[src/rtl/gsis_pkg.sv]
// Constants, register map and types for the bus status and interface state block
package gsis_pkg;
    localparam int ADDR_W = 8;
    localparam int DATA_W = 32;
    localparam int SET_W = 16;
    localparam int NSETS = 3;
    localparam int STB_W = 8;
    localparam int KEY_W = 8;
    localparam int ERRQ_DEPTH = 10;
    localparam int ERRQ_W = 16;
    localparam int ERRQ_PTR_W = 4;
    localparam int OUTQ_DEPTH = 8;
    localparam int OUTQ_W = 8;
    localparam int OUTQ_PTR_W = 3;
    localparam int CNT_W = 4;

    typedef logic [SET_W-1:0] gsis_set_t;
    typedef logic [STB_W-1:0] gsis_stb_t;

    // Register byte addresses
    localparam logic [ADDR_W-1:0] A_STB = 8'h00;
    localparam logic [ADDR_W-1:0] A_SRE = 8'h04;
    localparam logic [ADDR_W-1:0] A_ESR = 8'h08;
    localparam logic [ADDR_W-1:0] A_ESE = 8'h0C;
    localparam logic [ADDR_W-1:0] A_COND_BASE = 8'h10;
    localparam logic [ADDR_W-1:0] A_EVT_BASE = 8'h14;
    localparam logic [ADDR_W-1:0] A_ENA_BASE = 8'h18;
    localparam logic [ADDR_W-1:0] A_SET_STRIDE = 8'h0C;
    localparam logic [ADDR_W-1:0] A_CTRL = 8'h34;
    localparam logic [ADDR_W-1:0] A_ERRQ = 8'h38;
    localparam logic [ADDR_W-1:0] A_OUTQ = 8'h3C;
    localparam logic [ADDR_W-1:0] A_IFST = 8'h40;

    // Set indices
    localparam int SET_OPER = 0;
    localparam int SET_QUES = 1;
    localparam int SET_MEAS = 2;
    localparam int OPER_MEAS_BIT = 4;

    // Control register bits
    localparam int CTRL_CLS = 0;
    localparam int CTRL_PRESET = 1;
    localparam int CTRL_TRIGBUS = 2;

    // Interface state register fields
    localparam int IF_REMOTE = 0;
    localparam int IF_TALK = 1;
    localparam int IF_LISTEN = 2;
    localparam int IF_LOCKOUT = 3;
    localparam int IF_SRQ = 4;
    localparam int IF_ERRCNT_LSB = 8;
    localparam int IF_OUTCNT_LSB = 12;

    // Status byte positions
    localparam int STB_MEAS = 0;
    localparam int STB_EAV = 2;
    localparam int STB_QUES = 3;
    localparam int STB_MAV = 4;
    localparam int STB_ESB = 5;
    localparam int STB_RQS = 6;
    localparam int STB_OPER = 7;
    localparam gsis_stb_t STB_SUM_MASK = 8'hBD;

    localparam logic [DATA_W-1:0] RST_WORD = 32'h0000_0000;
endpackage

[src/rtl/gsis_core.sv]
// Bus interface state, device clear, trigger, status structure and queues
//
// Summary of operation
// RULE1 - Device clear flushes output queue and pulses clear for input path, deferred commands.
// RULE2 - Device clear leaves settings, status and enable registers untouched.
// RULE3 - Unaddressed device clear always acts, whatever the addressing.
// RULE4 - Selective device clear acts only while addressed as listener.
// RULE5 - Group trigger gives a trigger event only when bus trigger source selected.
// RULE6 - Serial poll may come anytime; the current status byte is returned.
// RULE7 - Remote sets only when addressed to listen with remote enable asserted.
// RULE8 - In remote all front-panel keys but local are ignored.
// RULE9 - Talker active on own talk address; idle on untalk, listen address, interface clear.
// RULE10 - Listener active on own listen address; idle on unlisten, talk address, interface clear.
// RULE11 - Service request holds until poll read or all causing conditions gone.
// RULE12 - Local key cancels remote unless local lockout is in effect.
// RULE13 - Condition registers are read-only and follow live status every cycle.
// RULE14 - Event bits set from condition bits and latch until cleared.
// RULE15 - Event AND enable, ORed into one summary bit feeding the status byte.
// RULE16 - Reading an event register clears it; reset and clear-status clear all.
// RULE17 - Event bit with enable zero never affects the status byte.
// RULE18 - Enable reads keep value; reset clears all; preset clears three; zero write clears.
// RULE19 - Output queue FIFO; push sets message available, empty clears it.
// RULE20 - Controller reads queued response by addressing device to talk.
// RULE21 - Error queue FIFO holds up to ten entries, each removed when read.
// RULE22 - Error push sets error available; empty error queue clears it.
// RULE23 - Status byte summary bits do not latch; they follow their sources.
// RULE24 - Serial poll resets request bit; master summary stays while summaries set.
// RULE25 - Full error queue discards new errors, keeping older ones.
`timescale 1ns/1ps
module gsis_core (
    // Clock and reset
    input wire logic core_clk,
    input wire logic reset_n,
    // APB slave
    input wire logic psel,
    input wire logic penable,
    input wire logic pwrite,
    input wire logic [gsis_pkg::ADDR_W-1:0] paddr,
    input wire logic [gsis_pkg::DATA_W-1:0] pwdata,
    output logic [gsis_pkg::DATA_W-1:0] prdata,
    output logic pready,
    output logic pslverr,
    // Decoded bus messages, one-cycle pulses except busRen
    input wire logic busIfc,
    input wire logic busRen,
    input wire logic busMyListen,
    input wire logic busMyTalk,
    input wire logic busUnlisten,
    input wire logic busUntalk,
    input wire logic busDcl,
    input wire logic busSdc,
    input wire logic busGet,
    input wire logic busLlo,
    input wire logic busGtl,
    input wire logic busPollRead,
    // Talker byte path
    output logic [gsis_pkg::OUTQ_W-1:0] talkByte,
    output logic talkValid,
    input wire logic talkTake,
    // Status sources
    input wire gsis_pkg::gsis_set_t operCond,
    input wire gsis_pkg::gsis_set_t quesCond,
    input wire gsis_pkg::gsis_set_t measCond,
    input wire logic [gsis_pkg::STB_W-1:0] stdEventSet,
    input wire logic errPush,
    input wire logic [gsis_pkg::ERRQ_W-1:0] errCode,
    // Front panel
    input wire logic [gsis_pkg::KEY_W-1:0] keyPress,
    input wire logic localKey,
    output logic [gsis_pkg::KEY_W-1:0] keyAccepted,
    // Indicators and events
    output logic remoteIndicator,
    output logic talkerIndicator,
    output logic listenerIndicator,
    output logic srqIndicator,
    output logic [gsis_pkg::STB_W-1:0] pollByte,
    output logic triggerEvent,
    output logic deviceClear
);
    import gsis_pkg::*;

    function automatic logic [ADDR_W-1:0] setAddr(input logic [ADDR_W-1:0] base, input int idx);
        setAddr = ADDR_W'(base + idx * A_SET_STRIDE);
    endfunction

    // APB state
    logic preadyQ, preadyD, pslverrQ, pslverrD, popOkQ, popOkD;
    logic [DATA_W-1:0] prdataQ, prdataD;
    logic setup, access, wrStb, rdStb, clsStb, presetStb, mapped;
    // Interface state
    logic remoteQ, remoteD, talkerQ, talkerD, listenerQ, listenerD, lockoutQ, lockoutD;
    logic trigBusQ, trigBusD, devClearQ, devClearD, triggerQ, triggerD;
    logic [KEY_W-1:0] keyAccQ, keyAccD;
    // Status structure
    gsis_set_t condIn [NSETS];
    gsis_set_t condQ [NSETS];
    gsis_set_t condD [NSETS];
    gsis_set_t evtQ [NSETS];
    gsis_set_t evtD [NSETS];
    gsis_set_t enaQ [NSETS];
    gsis_set_t enaD [NSETS];
    logic [NSETS-1:0] setSum;
    gsis_stb_t esrQ, esrD, eseQ, eseD, sreQ, sreD, stbQ, stbD, prevEnQ, prevEnD, pollQ, pollD;
    gsis_stb_t enabledNow;
    logic rqsQ, rqsD, mssQ, mssD, rising;
    // Queues
    logic [ERRQ_W-1:0] errMemQ [ERRQ_DEPTH];
    logic [ERRQ_W-1:0] errMemD [ERRQ_DEPTH];
    logic [ERRQ_PTR_W-1:0] errRdQ, errRdD, errWrQ, errWrD;
    logic [CNT_W-1:0] errCntQ, errCntD, outCntQ, outCntD;
    logic [OUTQ_W-1:0] outMemQ [OUTQ_DEPTH];
    logic [OUTQ_W-1:0] outMemD [OUTQ_DEPTH];
    logic [OUTQ_PTR_W-1:0] outRdQ, outRdD, outWrQ, outWrD;
    logic [OUTQ_W-1:0] talkByteQ, talkByteD;
    logic talkValidQ, talkValidD, errPop, errAccept, outPush, outPop;

    assign setup = psel & ~penable;
    assign access = psel & penable & preadyQ;
    assign wrStb = access & pwrite;
    assign rdStb = access & ~pwrite;
    assign clsStb = wrStb && (paddr == A_CTRL) && pwdata[CTRL_CLS];
    assign presetStb = wrStb && (paddr == A_CTRL) && pwdata[CTRL_PRESET];

    assign condIn[SET_OPER] = operCond;
    assign condIn[SET_QUES] = quesCond;
    assign condIn[SET_MEAS] = measCond;

    // Address decode and read mux, captured in the setup cycle
    always_comb begin
        mapped = (paddr == A_STB) || (paddr == A_SRE) || (paddr == A_ESR) || (paddr == A_ESE) ||
                 (paddr == A_CTRL) || (paddr == A_ERRQ) || (paddr == A_OUTQ) || (paddr == A_IFST);
        prdataD = RST_WORD;
        for (int i = 0; i < NSETS; i++) begin
            if (paddr == setAddr(A_COND_BASE, i)) begin
                mapped = 1'b1;
                prdataD[SET_W-1:0] = condQ[i];
            end
            if (paddr == setAddr(A_EVT_BASE, i)) begin
                mapped = 1'b1;
                prdataD[SET_W-1:0] = evtQ[i];
            end
            if (paddr == setAddr(A_ENA_BASE, i)) begin
                mapped = 1'b1;
                prdataD[SET_W-1:0] = enaQ[i];
            end
        end
        case (paddr)
            A_STB: begin
                prdataD[STB_W-1:0] = (stbQ & STB_SUM_MASK) | (gsis_stb_t'(mssQ) << STB_RQS);
            end
            A_SRE: prdataD[STB_W-1:0] = sreQ;
            A_ESR: prdataD[STB_W-1:0] = esrQ;
            A_ESE: prdataD[STB_W-1:0] = eseQ;
            A_CTRL: prdataD[CTRL_TRIGBUS] = trigBusQ;
            A_ERRQ: prdataD[ERRQ_W-1:0] = (errCntQ != '0) ? errMemQ[errRdQ] : '0;
            A_IFST: begin
                prdataD[IF_REMOTE] = remoteQ;
                prdataD[IF_TALK] = talkerQ;
                prdataD[IF_LISTEN] = listenerQ;
                prdataD[IF_LOCKOUT] = lockoutQ;
                prdataD[IF_SRQ] = rqsQ;
                prdataD[IF_ERRCNT_LSB +: CNT_W] = errCntQ;
                prdataD[IF_OUTCNT_LSB +: CNT_W] = outCntQ;
            end
            default: ;
        endcase
        if (!setup || pwrite) begin
            prdataD = RST_WORD;
        end
        preadyD = setup;
        pslverrD = setup && !mapped;
        popOkD = setup && !pwrite && (paddr == A_ERRQ) && (errCntQ != '0);
    end

    always_ff @(posedge core_clk or negedge reset_n) begin
        if (!reset_n) begin
            preadyQ <= 1'b0;
            pslverrQ <= 1'b0;
            prdataQ <= 32'h0000_0000;
            popOkQ <= 1'b0;
        end else begin
            preadyQ <= preadyD;
            pslverrQ <= pslverrD;
            popOkQ <= popOkD;
            if (setup) begin
                prdataQ <= prdataD;
            end
        end
    end

    // Interface state, clear and trigger
    always_comb begin
        talkerD = talkerQ;
        if (busMyTalk) talkerD = 1'b1; // RULE9
        if (busUntalk || busMyListen || busIfc) talkerD = 1'b0; // RULE9
        listenerD = listenerQ;
        if (busMyListen) listenerD = 1'b1; // RULE10
        if (busUnlisten || busMyTalk || busIfc) listenerD = 1'b0; // RULE10
        lockoutD = lockoutQ;
        if (busLlo) lockoutD = 1'b1;
        if (!busRen) lockoutD = 1'b0;
        remoteD = remoteQ;
        if (busRen && busMyListen) remoteD = 1'b1; // RULE7
        if (busGtl && listenerQ) remoteD = 1'b0;
        if (localKey && !lockoutQ) remoteD = 1'b0; // RULE12
        if (!busRen) remoteD = 1'b0;
        keyAccD = remoteQ ? '0 : keyPress; // RULE8
        devClearD = busDcl || (busSdc && listenerQ); // RULE3 RULE4
        triggerD = busGet && listenerQ && trigBusQ; // RULE5
        trigBusD = trigBusQ;
        if (wrStb && (paddr == A_CTRL)) trigBusD = pwdata[CTRL_TRIGBUS];
    end

    always_ff @(posedge core_clk or negedge reset_n) begin
        if (!reset_n) begin
            talkerQ <= 1'b0;
            listenerQ <= 1'b0;
            lockoutQ <= 1'b0;
            remoteQ <= 1'b0;
            keyAccQ <= 8'h00;
            devClearQ <= 1'b0;
            triggerQ <= 1'b0;
            trigBusQ <= 1'b0;
        end else begin
            talkerQ <= talkerD;
            listenerQ <= listenerD;
            lockoutQ <= lockoutD;
            remoteQ <= remoteD;
            keyAccQ <= keyAccD;
            devClearQ <= devClearD;
            triggerQ <= triggerD;
            trigBusQ <= trigBusD;
        end
    end

    // Condition, event and enable sets; device clear does not reach them
    for (genvar g = 0; g < NSETS; g++) begin : gSet
        always_comb begin
            condD[g] = condIn[g]; // RULE13
            evtD[g] = evtQ[g]; // RULE2
            // Only bits actually returned are cleared; late sets survive
            if (rdStb && (paddr == setAddr(A_EVT_BASE, g))) evtD[g] = evtQ[g] & ~prdataQ[SET_W-1:0]; // RULE16
            if (clsStb) evtD[g] = '0; // RULE16
            evtD[g] = evtD[g] | condQ[g]; // RULE14
            enaD[g] = enaQ[g];
            if (wrStb && (paddr == setAddr(A_ENA_BASE, g))) enaD[g] = pwdata[SET_W-1:0]; // RULE18
            if (presetStb) enaD[g] = '0; // RULE18
            setSum[g] = |(evtQ[g] & enaQ[g]); // RULE15 RULE17
        end

        always_ff @(posedge core_clk or negedge reset_n) begin
            if (!reset_n) begin
                condQ[g] <= 16'h0000;
                evtQ[g] <= 16'h0000;
                enaQ[g] <= 16'h0000;
            end else begin
                condQ[g] <= condD[g];
                evtQ[g] <= evtD[g];
                enaQ[g] <= enaD[g];
            end
        end
    end

    // Standard event set, status byte and service request
    always_comb begin
        esrD = esrQ;
        if (rdStb && (paddr == A_ESR)) esrD = esrQ & ~prdataQ[STB_W-1:0]; // RULE16
        if (clsStb) esrD = '0;
        esrD = esrD | stdEventSet;
        eseD = eseQ;
        if (wrStb && (paddr == A_ESE)) eseD = pwdata[STB_W-1:0]; // RULE18
        sreD = sreQ;
        if (wrStb && (paddr == A_SRE)) sreD = pwdata[STB_W-1:0] & STB_SUM_MASK;
        stbD = '0; // RULE23
        stbD[STB_MEAS] = setSum[SET_MEAS];
        stbD[STB_EAV] = errCntQ != '0; // RULE22
        stbD[STB_QUES] = setSum[SET_QUES];
        stbD[STB_MAV] = outCntQ != '0; // RULE19
        stbD[STB_ESB] = |(esrQ & eseQ); // RULE15
        stbD[STB_OPER] = setSum[SET_OPER];
        enabledNow = stbQ & sreQ;
        prevEnD = enabledNow;
        rising = |(enabledNow & ~prevEnQ);
        mssD = |enabledNow; // RULE24
        rqsD = rqsQ;
        if (busPollRead || !(|enabledNow)) rqsD = 1'b0; // RULE11 RULE24
        if (rising) rqsD = 1'b1;
        pollD = (stbQ & STB_SUM_MASK) | (gsis_stb_t'(rqsD) << STB_RQS); // RULE6
    end

    always_ff @(posedge core_clk or negedge reset_n) begin
        if (!reset_n) begin
            esrQ <= 8'h00;
            eseQ <= 8'h00;
            sreQ <= 8'h00;
            stbQ <= 8'h00;
            prevEnQ <= 8'h00;
            mssQ <= 1'b0;
            rqsQ <= 1'b0;
            pollQ <= 8'h00;
        end else begin
            esrQ <= esrD;
            eseQ <= eseD;
            sreQ <= sreD;
            stbQ <= stbD;
            prevEnQ <= prevEnD;
            mssQ <= mssD;
            rqsQ <= rqsD;
            pollQ <= pollD;
        end
    end

    // Error queue and output queue
    always_comb begin
        errPop = rdStb && (paddr == A_ERRQ) && popOkQ; // RULE21
        errAccept = errPush && ((errCntQ != CNT_W'(ERRQ_DEPTH)) || errPop); // RULE25
        errMemD = errMemQ;
        errRdD = errRdQ;
        errWrD = errWrQ;
        errCntD = errCntQ;
        if (errAccept) begin
            errMemD[errWrQ] = errCode;
            errWrD = (errWrQ == ERRQ_PTR_W'(ERRQ_DEPTH - 1)) ? '0 : errWrQ + 1'b1;
        end
        if (errPop) begin
            errRdD = (errRdQ == ERRQ_PTR_W'(ERRQ_DEPTH - 1)) ? '0 : errRdQ + 1'b1;
        end
        errCntD = errCntQ + CNT_W'(errAccept) - CNT_W'(errPop);
        outPush = wrStb && (paddr == A_OUTQ) && (outCntQ != CNT_W'(OUTQ_DEPTH));
        outPop = talkTake && talkValidQ; // RULE20
        outMemD = outMemQ;
        outRdD = outRdQ + OUTQ_PTR_W'(outPop);
        outWrD = outWrQ;
        if (outPush) begin
            outMemD[outWrQ] = pwdata[OUTQ_W-1:0]; // RULE19
            outWrD = outWrQ + 1'b1;
        end
        outCntD = outCntQ + CNT_W'(outPush) - CNT_W'(outPop);
        if (devClearQ) begin
            outRdD = '0; // RULE1
            outWrD = '0;
            outCntD = '0;
        end
        talkValidD = (outCntD != '0) && talkerD;
        talkByteD = outMemD[outRdD];
    end

    always_ff @(posedge core_clk or negedge reset_n) begin
        if (!reset_n) begin
            for (int i = 0; i < ERRQ_DEPTH; i++) errMemQ[i] <= 16'h0000;
            for (int i = 0; i < OUTQ_DEPTH; i++) outMemQ[i] <= 8'h00;
            errRdQ <= 4'h0;
            errWrQ <= 4'h0;
            errCntQ <= 4'h0;
            outRdQ <= 3'h0;
            outWrQ <= 3'h0;
            outCntQ <= 4'h0;
            talkValidQ <= 1'b0;
            talkByteQ <= 8'h00;
        end else begin
            errMemQ <= errMemD;
            outMemQ <= outMemD;
            errRdQ <= errRdD;
            errWrQ <= errWrD;
            errCntQ <= errCntD;
            outRdQ <= outRdD;
            outWrQ <= outWrD;
            outCntQ <= outCntD;
            talkValidQ <= talkValidD;
            talkByteQ <= talkByteD;
        end
    end

    assign prdata = prdataQ;
    assign pready = preadyQ;
    assign pslverr = pslverrQ;
    assign talkByte = talkByteQ;
    assign talkValid = talkValidQ;
    assign keyAccepted = keyAccQ;
    assign remoteIndicator = remoteQ;
    assign talkerIndicator = talkerQ;
    assign listenerIndicator = listenerQ;
    assign srqIndicator = rqsQ;
    assign pollByte = pollQ;
    assign triggerEvent = triggerQ;
    assign deviceClear = devClearQ;
endmodule

[config.mk]
export PLATFORM = sky130hd
export DESIGN_NAME = gsis_core
export DESIGN_NICKNAME = d
export VERILOG_FILES = /design/src/rtl/gsis_pkg.sv /design/src/rtl/gsis_core.sv
export SDC_FILE = /design/constraint.sdc
export NUM_CORES = 1
export LEC_CHECK = 0
export ABC_CLOCK_PERIOD_IN_PS = 5010
export BUFFER_PORTS_ARGS = -buffer_cell sky130_fd_sc_hd__buf_2
export CELL_PAD_IN_SITES_DETAIL_PLACEMENT = 0
export CELL_PAD_IN_SITES_GLOBAL_PLACEMENT = 2
export CORE_MARGIN = 4
export CORE_UTILIZATION = 25
export DETAILED_ROUTE_END_ITERATION = 12
export GPL_ROUTABILITY_DRIVEN = 1
export PLACE_DENSITY = 0.52
export SYNTH_ARGS = -nofsm -noshare
export SYNTH_HDL_FRONTEND = slang
export SYNTH_SLANG_ARGS = --single-unit
[constraint.sdc]
create_clock -name core_clk -period 5.01 [get_ports core_clk]
set_clock_uncertainty 0.05 [all_clocks]
set_input_delay 0 -clock core_clk [delete_from_list [all_inputs] [get_ports core_clk]]
set_output_delay 0 -clock core_clk [all_outputs]
set_load 0.02 [all_outputs]
# Word level (Yosys, flattened, before mapping)
# Cells that the tools add are included.
[word_totals] register_bits=495 input_bits=140 out_inout_bits=65 word_cells=258
[classes] add_sub_neg=8 n_lt_le_gt_ge=6 eq_ne=22 mux=71 n_bitwise=30 reduce_logical=66
[op_table] op="2-to-1 mux 16 bit" count=26
[op_table] op="bitwise mux 160 bit" count=1
[op_table] op="bitwise AND 16 bit" count=6
[op_table] op="binary-select mux 16 bit (select 4 bit)" count=1
[op_table] op="bitwise mux 64 bit" count=1
[op_table] op="demux 16 bit (select 4 bit)" count=1
[op_table] op="equality test 8 x 6 -> 1 bit (second input constant)" count=8
[op_table] op="2-to-1 mux 64 bit" count=1
[op_table] op="2-to-1 mux 8 bit" count=6
[op_table] op="OR 16 bit" count=3
[op_table] op="OR reduction 16 bit" count=3
[op_table] op="bitwise AND 8 bit" count=4
[op_table] op="equality test 8 x 5 -> 1 bit (second input constant)" count=4
[op_table] op="logical AND 1 bit" count=31
[op_table] op="binary-select mux 8 bit (select 3 bit)" count=1
[op_table] op="demux 8 bit (select 3 bit)" count=1
[op_table] op="case mux 2 bit (6 select lines)" count=2
[op_table] op="OR reduction 8 bit" count=3
[op_table] op="2-to-1 mux 1 bit" count=21
[op_table] op="equality test 8 x 4 -> 1 bit (second input constant)" count=2
[op_table] op="inverter 16 bit" count=1
[op_table] op="inverter 8 bit" count=2
[op_table] op="OR 8 x 7 -> 8 bit" count=2
[op_table] op="case mux 8 bit (2 select lines)" count=1
[op_table] op="other kinds (29)" count=71

# Logic depth before layout (Yosys ltp)
[logic_depth] depth_word=19 depth_mapped=13 ltp_nobuf=13

# Least setup slack after synthesis
# No wires, ideal clock.
[synth_path] kind="flip-flop to flip-flop" from="register outCntQ[2]" to="register talkValidQ, in the netlist talkValid" arrival_ns=2.766 t_required_ns=4.831 setup_slack_ns=2.065 path_stages_with_launch=13 period_less_slack_ns=2.945 path_cell_list="dfrtp_1 -> inv_1 -> ha_1 -> or3b_2 -> and4_1 -> inv_2 -> ha_1 -> inv_1 -> ha_1 -> fa_1 -> xnor2_1 -> nor2_1 -> o41a_1"
[synth_between] elab_chain_len=7
[synth_lines] element="from (decl)" line_no="gsis_core.sv:110" text="logic [CNT_W-1:0] errCntQ, errCntD, outCntQ, outCntD;"
[synth_lines] element="from (signal assigned)" line_no="gsis_core.sv:368" text="outCntQ <= outCntD;"
[synth_lines] element="!= test 4 bit" line_no="gsis_core.sv:329" text="outPush = wrStb && (paddr == A_OUTQ) && (outCntQ != CNT_W'(OUTQ_DEPTH));"
[synth_lines] element="logical AND 1 bit" line_no="gsis_core.sv:329"
[synth_lines] element="adder 4 x 1 -> 4 bit *" line_no="gsis_core.sv:338" text="outCntD = outCntQ + CNT_W'(outPush) - CNT_W'(outPop);"
[synth_lines] element="subtractor 4 x 1 -> 4 bit *" line_no="gsis_core.sv:338"
[synth_lines] element="2-to-1 mux 4 bit *" line_no="gsis_core.sv:339" text="if (devClearQ) begin"
[synth_lines] element="named net outCntD[2]" line_no="gsis_core.sv:110"
[synth_lines] element="nonzero test 4 bit *" line_no="gsis_core.sv:344" text="talkValidD = (outCntD != '0) && talkerD;"
[synth_lines] element="logical AND 1 bit *" line_no="gsis_core.sv:344"
[synth_lines] element="named net talkValidD" line_no="gsis_core.sv:115" text="logic talkValidQ, talkValidD, errPop, errAccept, outPush, outPop;"
[synth_lines] element="to (signal assigned)" line_no="gsis_core.sv:369" text="talkValidQ <= talkValidD;"
[synth_lines] element="to (decl)" line_no="gsis_core.sv:115"
# The timed path passes the listed nets; every way through them passes the cells marked *.
# A chain may end at the register's enable or synchronous reset.

# Final worst setup path
[layout_path] from="register outCntQ[2]" to="register talkByteQ[6], in the netlist talkByte[6]"
[layout_between] elab_chain_len=6
[layout_lines] element="!= test 4 bit" line_no="gsis_core.sv:329"
[layout_lines] element="logical AND 1 bit" line_no="gsis_core.sv:329"
[layout_lines] element="2-to-1 mux 64 bit" line_no="gsis_core.sv:334" text="if (outPush) begin"
[layout_lines] element="binary-select mux 8 bit (select 3 bit)" line_no="gsis_core.sv:345" text="talkByteD = outMemD[outRdD];"
[layout_lines] element="2-to-1 mux 8 bit (implied by the code) (2 in a row)" line_no="gsis_core.sv:345"
[layout_lines] element="named net talkByteD[6]" line_no="gsis_core.sv:114" text="logic [OUTQ_W-1:0] talkByteQ, talkByteD;"
[layout_lines] element="to (signal assigned)" line_no="gsis_core.sv:370" text="talkByteQ <= talkByteD;"
[layout_lines] element="to (decl)" line_no="gsis_core.sv:114"
# The timed path passes the listed nets, and every way through them passes these cells. The select of a mux whose other input is x is not followed.

==> metrics.md <==
| Metric | Value |
|---|---|
| Status | `completed` |
| Yosys reg bits | `475` |
| Share of cells above drive strength 1 | `30.7%` |
| Max-Cap Viols | `0` |
| Max incr delay on CP | `0.59 ns` |
| Worst Path Required | `5.42 ns` |
| Root Driver | `clkbuf_16` |
| Fin crit period | `3.53 ns` |
| Fmax achieved | `284 MHz` |
| Post-Route WL | `82,700 um` |
| CTS sink count | `475` |
| Clk slew on worst S/H paths | `0.06 ns` |
| Top Ports | `205` |
| Syn_area_per_cell | `11.9 um2` |
| Initial Util | `25.3%` |
| Postcts setup bufs | `0` |
| CP Cell Sequence | `inv_1 -> ha_1 -> or3b_2 -> and4_1 -> inv_2 -> nor4_4 -> nand2b_1 -> o22ai_1 -> a2111oi_0` |
| DRT Pass-1 Iters | `5` |
| Die W | `305 um` |
| Worst-path fanout max | `11` |
| Slowest-stage cell, CP | `nor4_4` |
| Post-synthesis sequential area ratio | `54.0%` |
| Crit path buf inv count | `2` |
| CTS tree | `yes` |
| Startpoint types | `register` |
| Min-delay worst type | `in2reg` |
| DR iter-0 viols | `1,008` |
| Layout net count | `2,324` |
| Synth top area share | `54.0%` |
| Final period utilization | `70.4%` |
| Power per cell area | `410 nW/um2` |
| Filler cell count | `8,896` |
| Crit. Startpoint | `outCntQ[2]` |
| Leak | `11.9 nW` |
| Post-layout util | `31.9%` |
| Reg2reg start | `outCntQ[2]` |
| Rows | `108` |
| Asr flop ratio synth | `100%` |
| Vias/cell | `4.92` |
| Main synth FF type | `dfrtp_1` |
| Critical path class | `reg2reg` |
| CTS H-tree depth | `2` |
| Max clock buf depth | `3` |
| # port buffers | `171` |
| Synth top cells by count | `dfrtp_1 (475), mux2_2 (237), nand2_1 (208)` |
| Number of flops mapped to enable cells by yosys | `0` |
| Total congestion overflow | `0` |
| Peak supply drop | `0.000267 V` |
| RSZ-0062 raised after global routing | `false` |
| Area leader, netlist | `dfrtp_1` |
| Worst-Skew Late Latency | `0.63 ns` |
| Fin. Hold Viols | `0` |
| Synthesized area | `22,000 um2` |
| Vias in the first global route | `17,300` |
| Final setup fails | `0` |
| Most numerous cell in the Yosys netlist | `dfrtp_1` |
| Die Height | `305 um` |
| Drt wl/cell | `24.5 um` |
| Seq. cell area | `11,900 um2` |
| Area occupied by multi-input gates | `9430 um2` |
| Worst slew margin | `9.35%` |
| Detailed-route DRC error count | `0` |
| Setup crit end kind | `register` |
| Initial antenna violation count | `5` |
| Hpwl dp | `56,500 um` |
| GPL Wtd Cong | `0.809` |
| HP Start | `measCond[14]` |
| Die area | `92,900 um2` |
| Cell count after synthesis | `1,858` |
| Fin Hold WS | `0.0477 ns` |
| Area contributors post-synth | `dfrtp_1 (54%), mux2_2 (12%), nand2_1 (3.5%), a21oi_1 (2.3%), a31o_2 (2.3%)` |
| Total of warnings raised by yosys | `0` |
| Final slew viol count | `0` |
| Cts bufs inserted | `59` |
| Post-synthesis cell type count | `81` |
| Core area | `87,000 um2` |
| Worst-margin pin slew | `1.35 ns` |
| First-pass GRT wire length | `123,000 um` |
| Detail Route Antenna Nets | `0` |
| Largest net degree at the start of global routing | `139` |
| Area grow syn2layout | `26.0%` |
| Total track usage | `17.5%` |
| Crit path DAT | `3.94 ns` |
| CP delay by family, top | `simple AND/OR/NAND/NOR gates` |
| Setup TNS | `0 ns` |
| Vias | `16,600` |
-- logic make-up (layout without fill, tap and decap cells) --
| logic type | after synthesis | in the layout | synth area share (%) |
|---|---|---|---|
| multiplexers | 328 | 328 | 17.9 |
| AO/OA/AOI/OAI | 426 | 426 | 13.8 |
| other | 1 | 19 | 0.0170 |
| AND/OR/NAND/NOR | 427 | 427 | 9.18 |
| buffers and inverters | 172 | 513 | 3.58 |
| flip-flops | 475 | 475 | 54.0 |
| XOR/XNOR | 12 | 12 | 0.477 |
| adder cells (fa/ha/maj) | 17 | 17 | 1.03 |
-- path summary, 6_finish.rpt --
| path | end | slack [ns] | cells after the start |
|---|---|---|---|
| setup / recovery | talkByte[6] | 1.48 | 9 |
| hold / removal | condQ[14] | 0.05 | 2 |
| setup reg to reg | talkByte[6] | 1.48 | 9 |
| hold reg to reg | pollByte[3] | 0.39 | 0 |
| max in group asynchronous | errRdQ[0] | 3.22 | 4 |
| min in group asynchronous | prevEnQ[0] | 0.43 | 3 |
-- stage by stage --
| step | setup slack, ns | total power, mW | instance area, um2 | instances |
|---|---|---|---|---|
| floorplan | 2.06 | 6.28 | 22100 | 1874 |
| global placement | 1.49 | 6.79 | 24100 | 3102 |
| detailed placement | 1.47 | 6.87 | 24100 | 3102 |
| CTS | 1.50 | 11.6 | 27700 | 3370 |
| global route | 1.23 | 12.0 | 27700 | 3370 |
| finish | 1.48 | 11.4 | 27700 | 3372 |
-- power breakdown --
group	switching [mW]	leakage, nW	total (mW)	internal, mW
clock network	1.77	1.01	4.50	2.73
registers	0.411	5.91	4.96	4.55
logic	0.810	4.95	1.92	1.11
total	2.99	11.9	11.4	8.39
-- area by class of cell --
cell class                      count  area share [%]
Antenna cell                        2          0.0180
Clock buffer                       86            6.34
Clock inverter                     23           0.979
Inverter                           31           0.419
Multi-Input combinational cell   1227            34.0
Sequential cell                   475            42.8
Tap cell                         1155            5.21
Timing Repair Buffer              373            10.2
-- state kept, by name, indices dropped and copies added, names as in the netlist, 6 cells and up --
name	cells
stbQ	6
pollByte	7
errMemQ	160
enaQ	48
eseQ	8
condQ	48
esrQ	8
sreQ	6
keyAccepted	8
prdata	16
prevEnQ	6
evtQ	48
outMemQ	64
talkByte	8
-- cell usage in the layout, fill, tap and decap left out, types with 14 or more instances in the layout --
master	n
a22oi_1	21
clkinv_2	15
conb_1	17
a221oi_1	33
dfrtp_1	474
buf_4	41
mux2_4	28
dlygate4sd3_1	158
o22ai_1	40
a22o_1	16
a31o_2	57
nor3_1	17
buf_2	169
inv_1	30
mux2i_1	45
a21oi_1	100
nand2b_1	18
o221ai_1	23
ha_1	15
mux4_2	18
nor2b_1	18
clkbuf_16	61
clkbuf_8	14
nand2_1	207
nor2_1	90
o21ai_0	45
mux2_2	237
-- metal layers --
layer  vias up  GRT usage (%)  part of all wire [%]
met4         0           4.15                   2.2
met5         -              0                     0
li1       7429              -                     -
met1      8626           25.2                    47
met3        93           3.08                   5.2
met2       431           27.5                    45
-- worst register-to-register path, cell delays in order, from the launching register on --
cell and delay (ns):
dfrtp_1 0.36, inv_1 0.08, ha_1 0.19, or3b_2 0.23, and4_1 0.49, inv_2 0.20, nor4_4 0.59, nand2b_1 0.46
o22ai_1 0.15, a2111oi_0 0.57
-- timing repair --
item                                   4_1_cts  5_1_grt
endpoints found under the hold margin      456        0
gates resized for setup                      0        0
hold buffers                               159        0
Power figures use the tool's default switching activity.
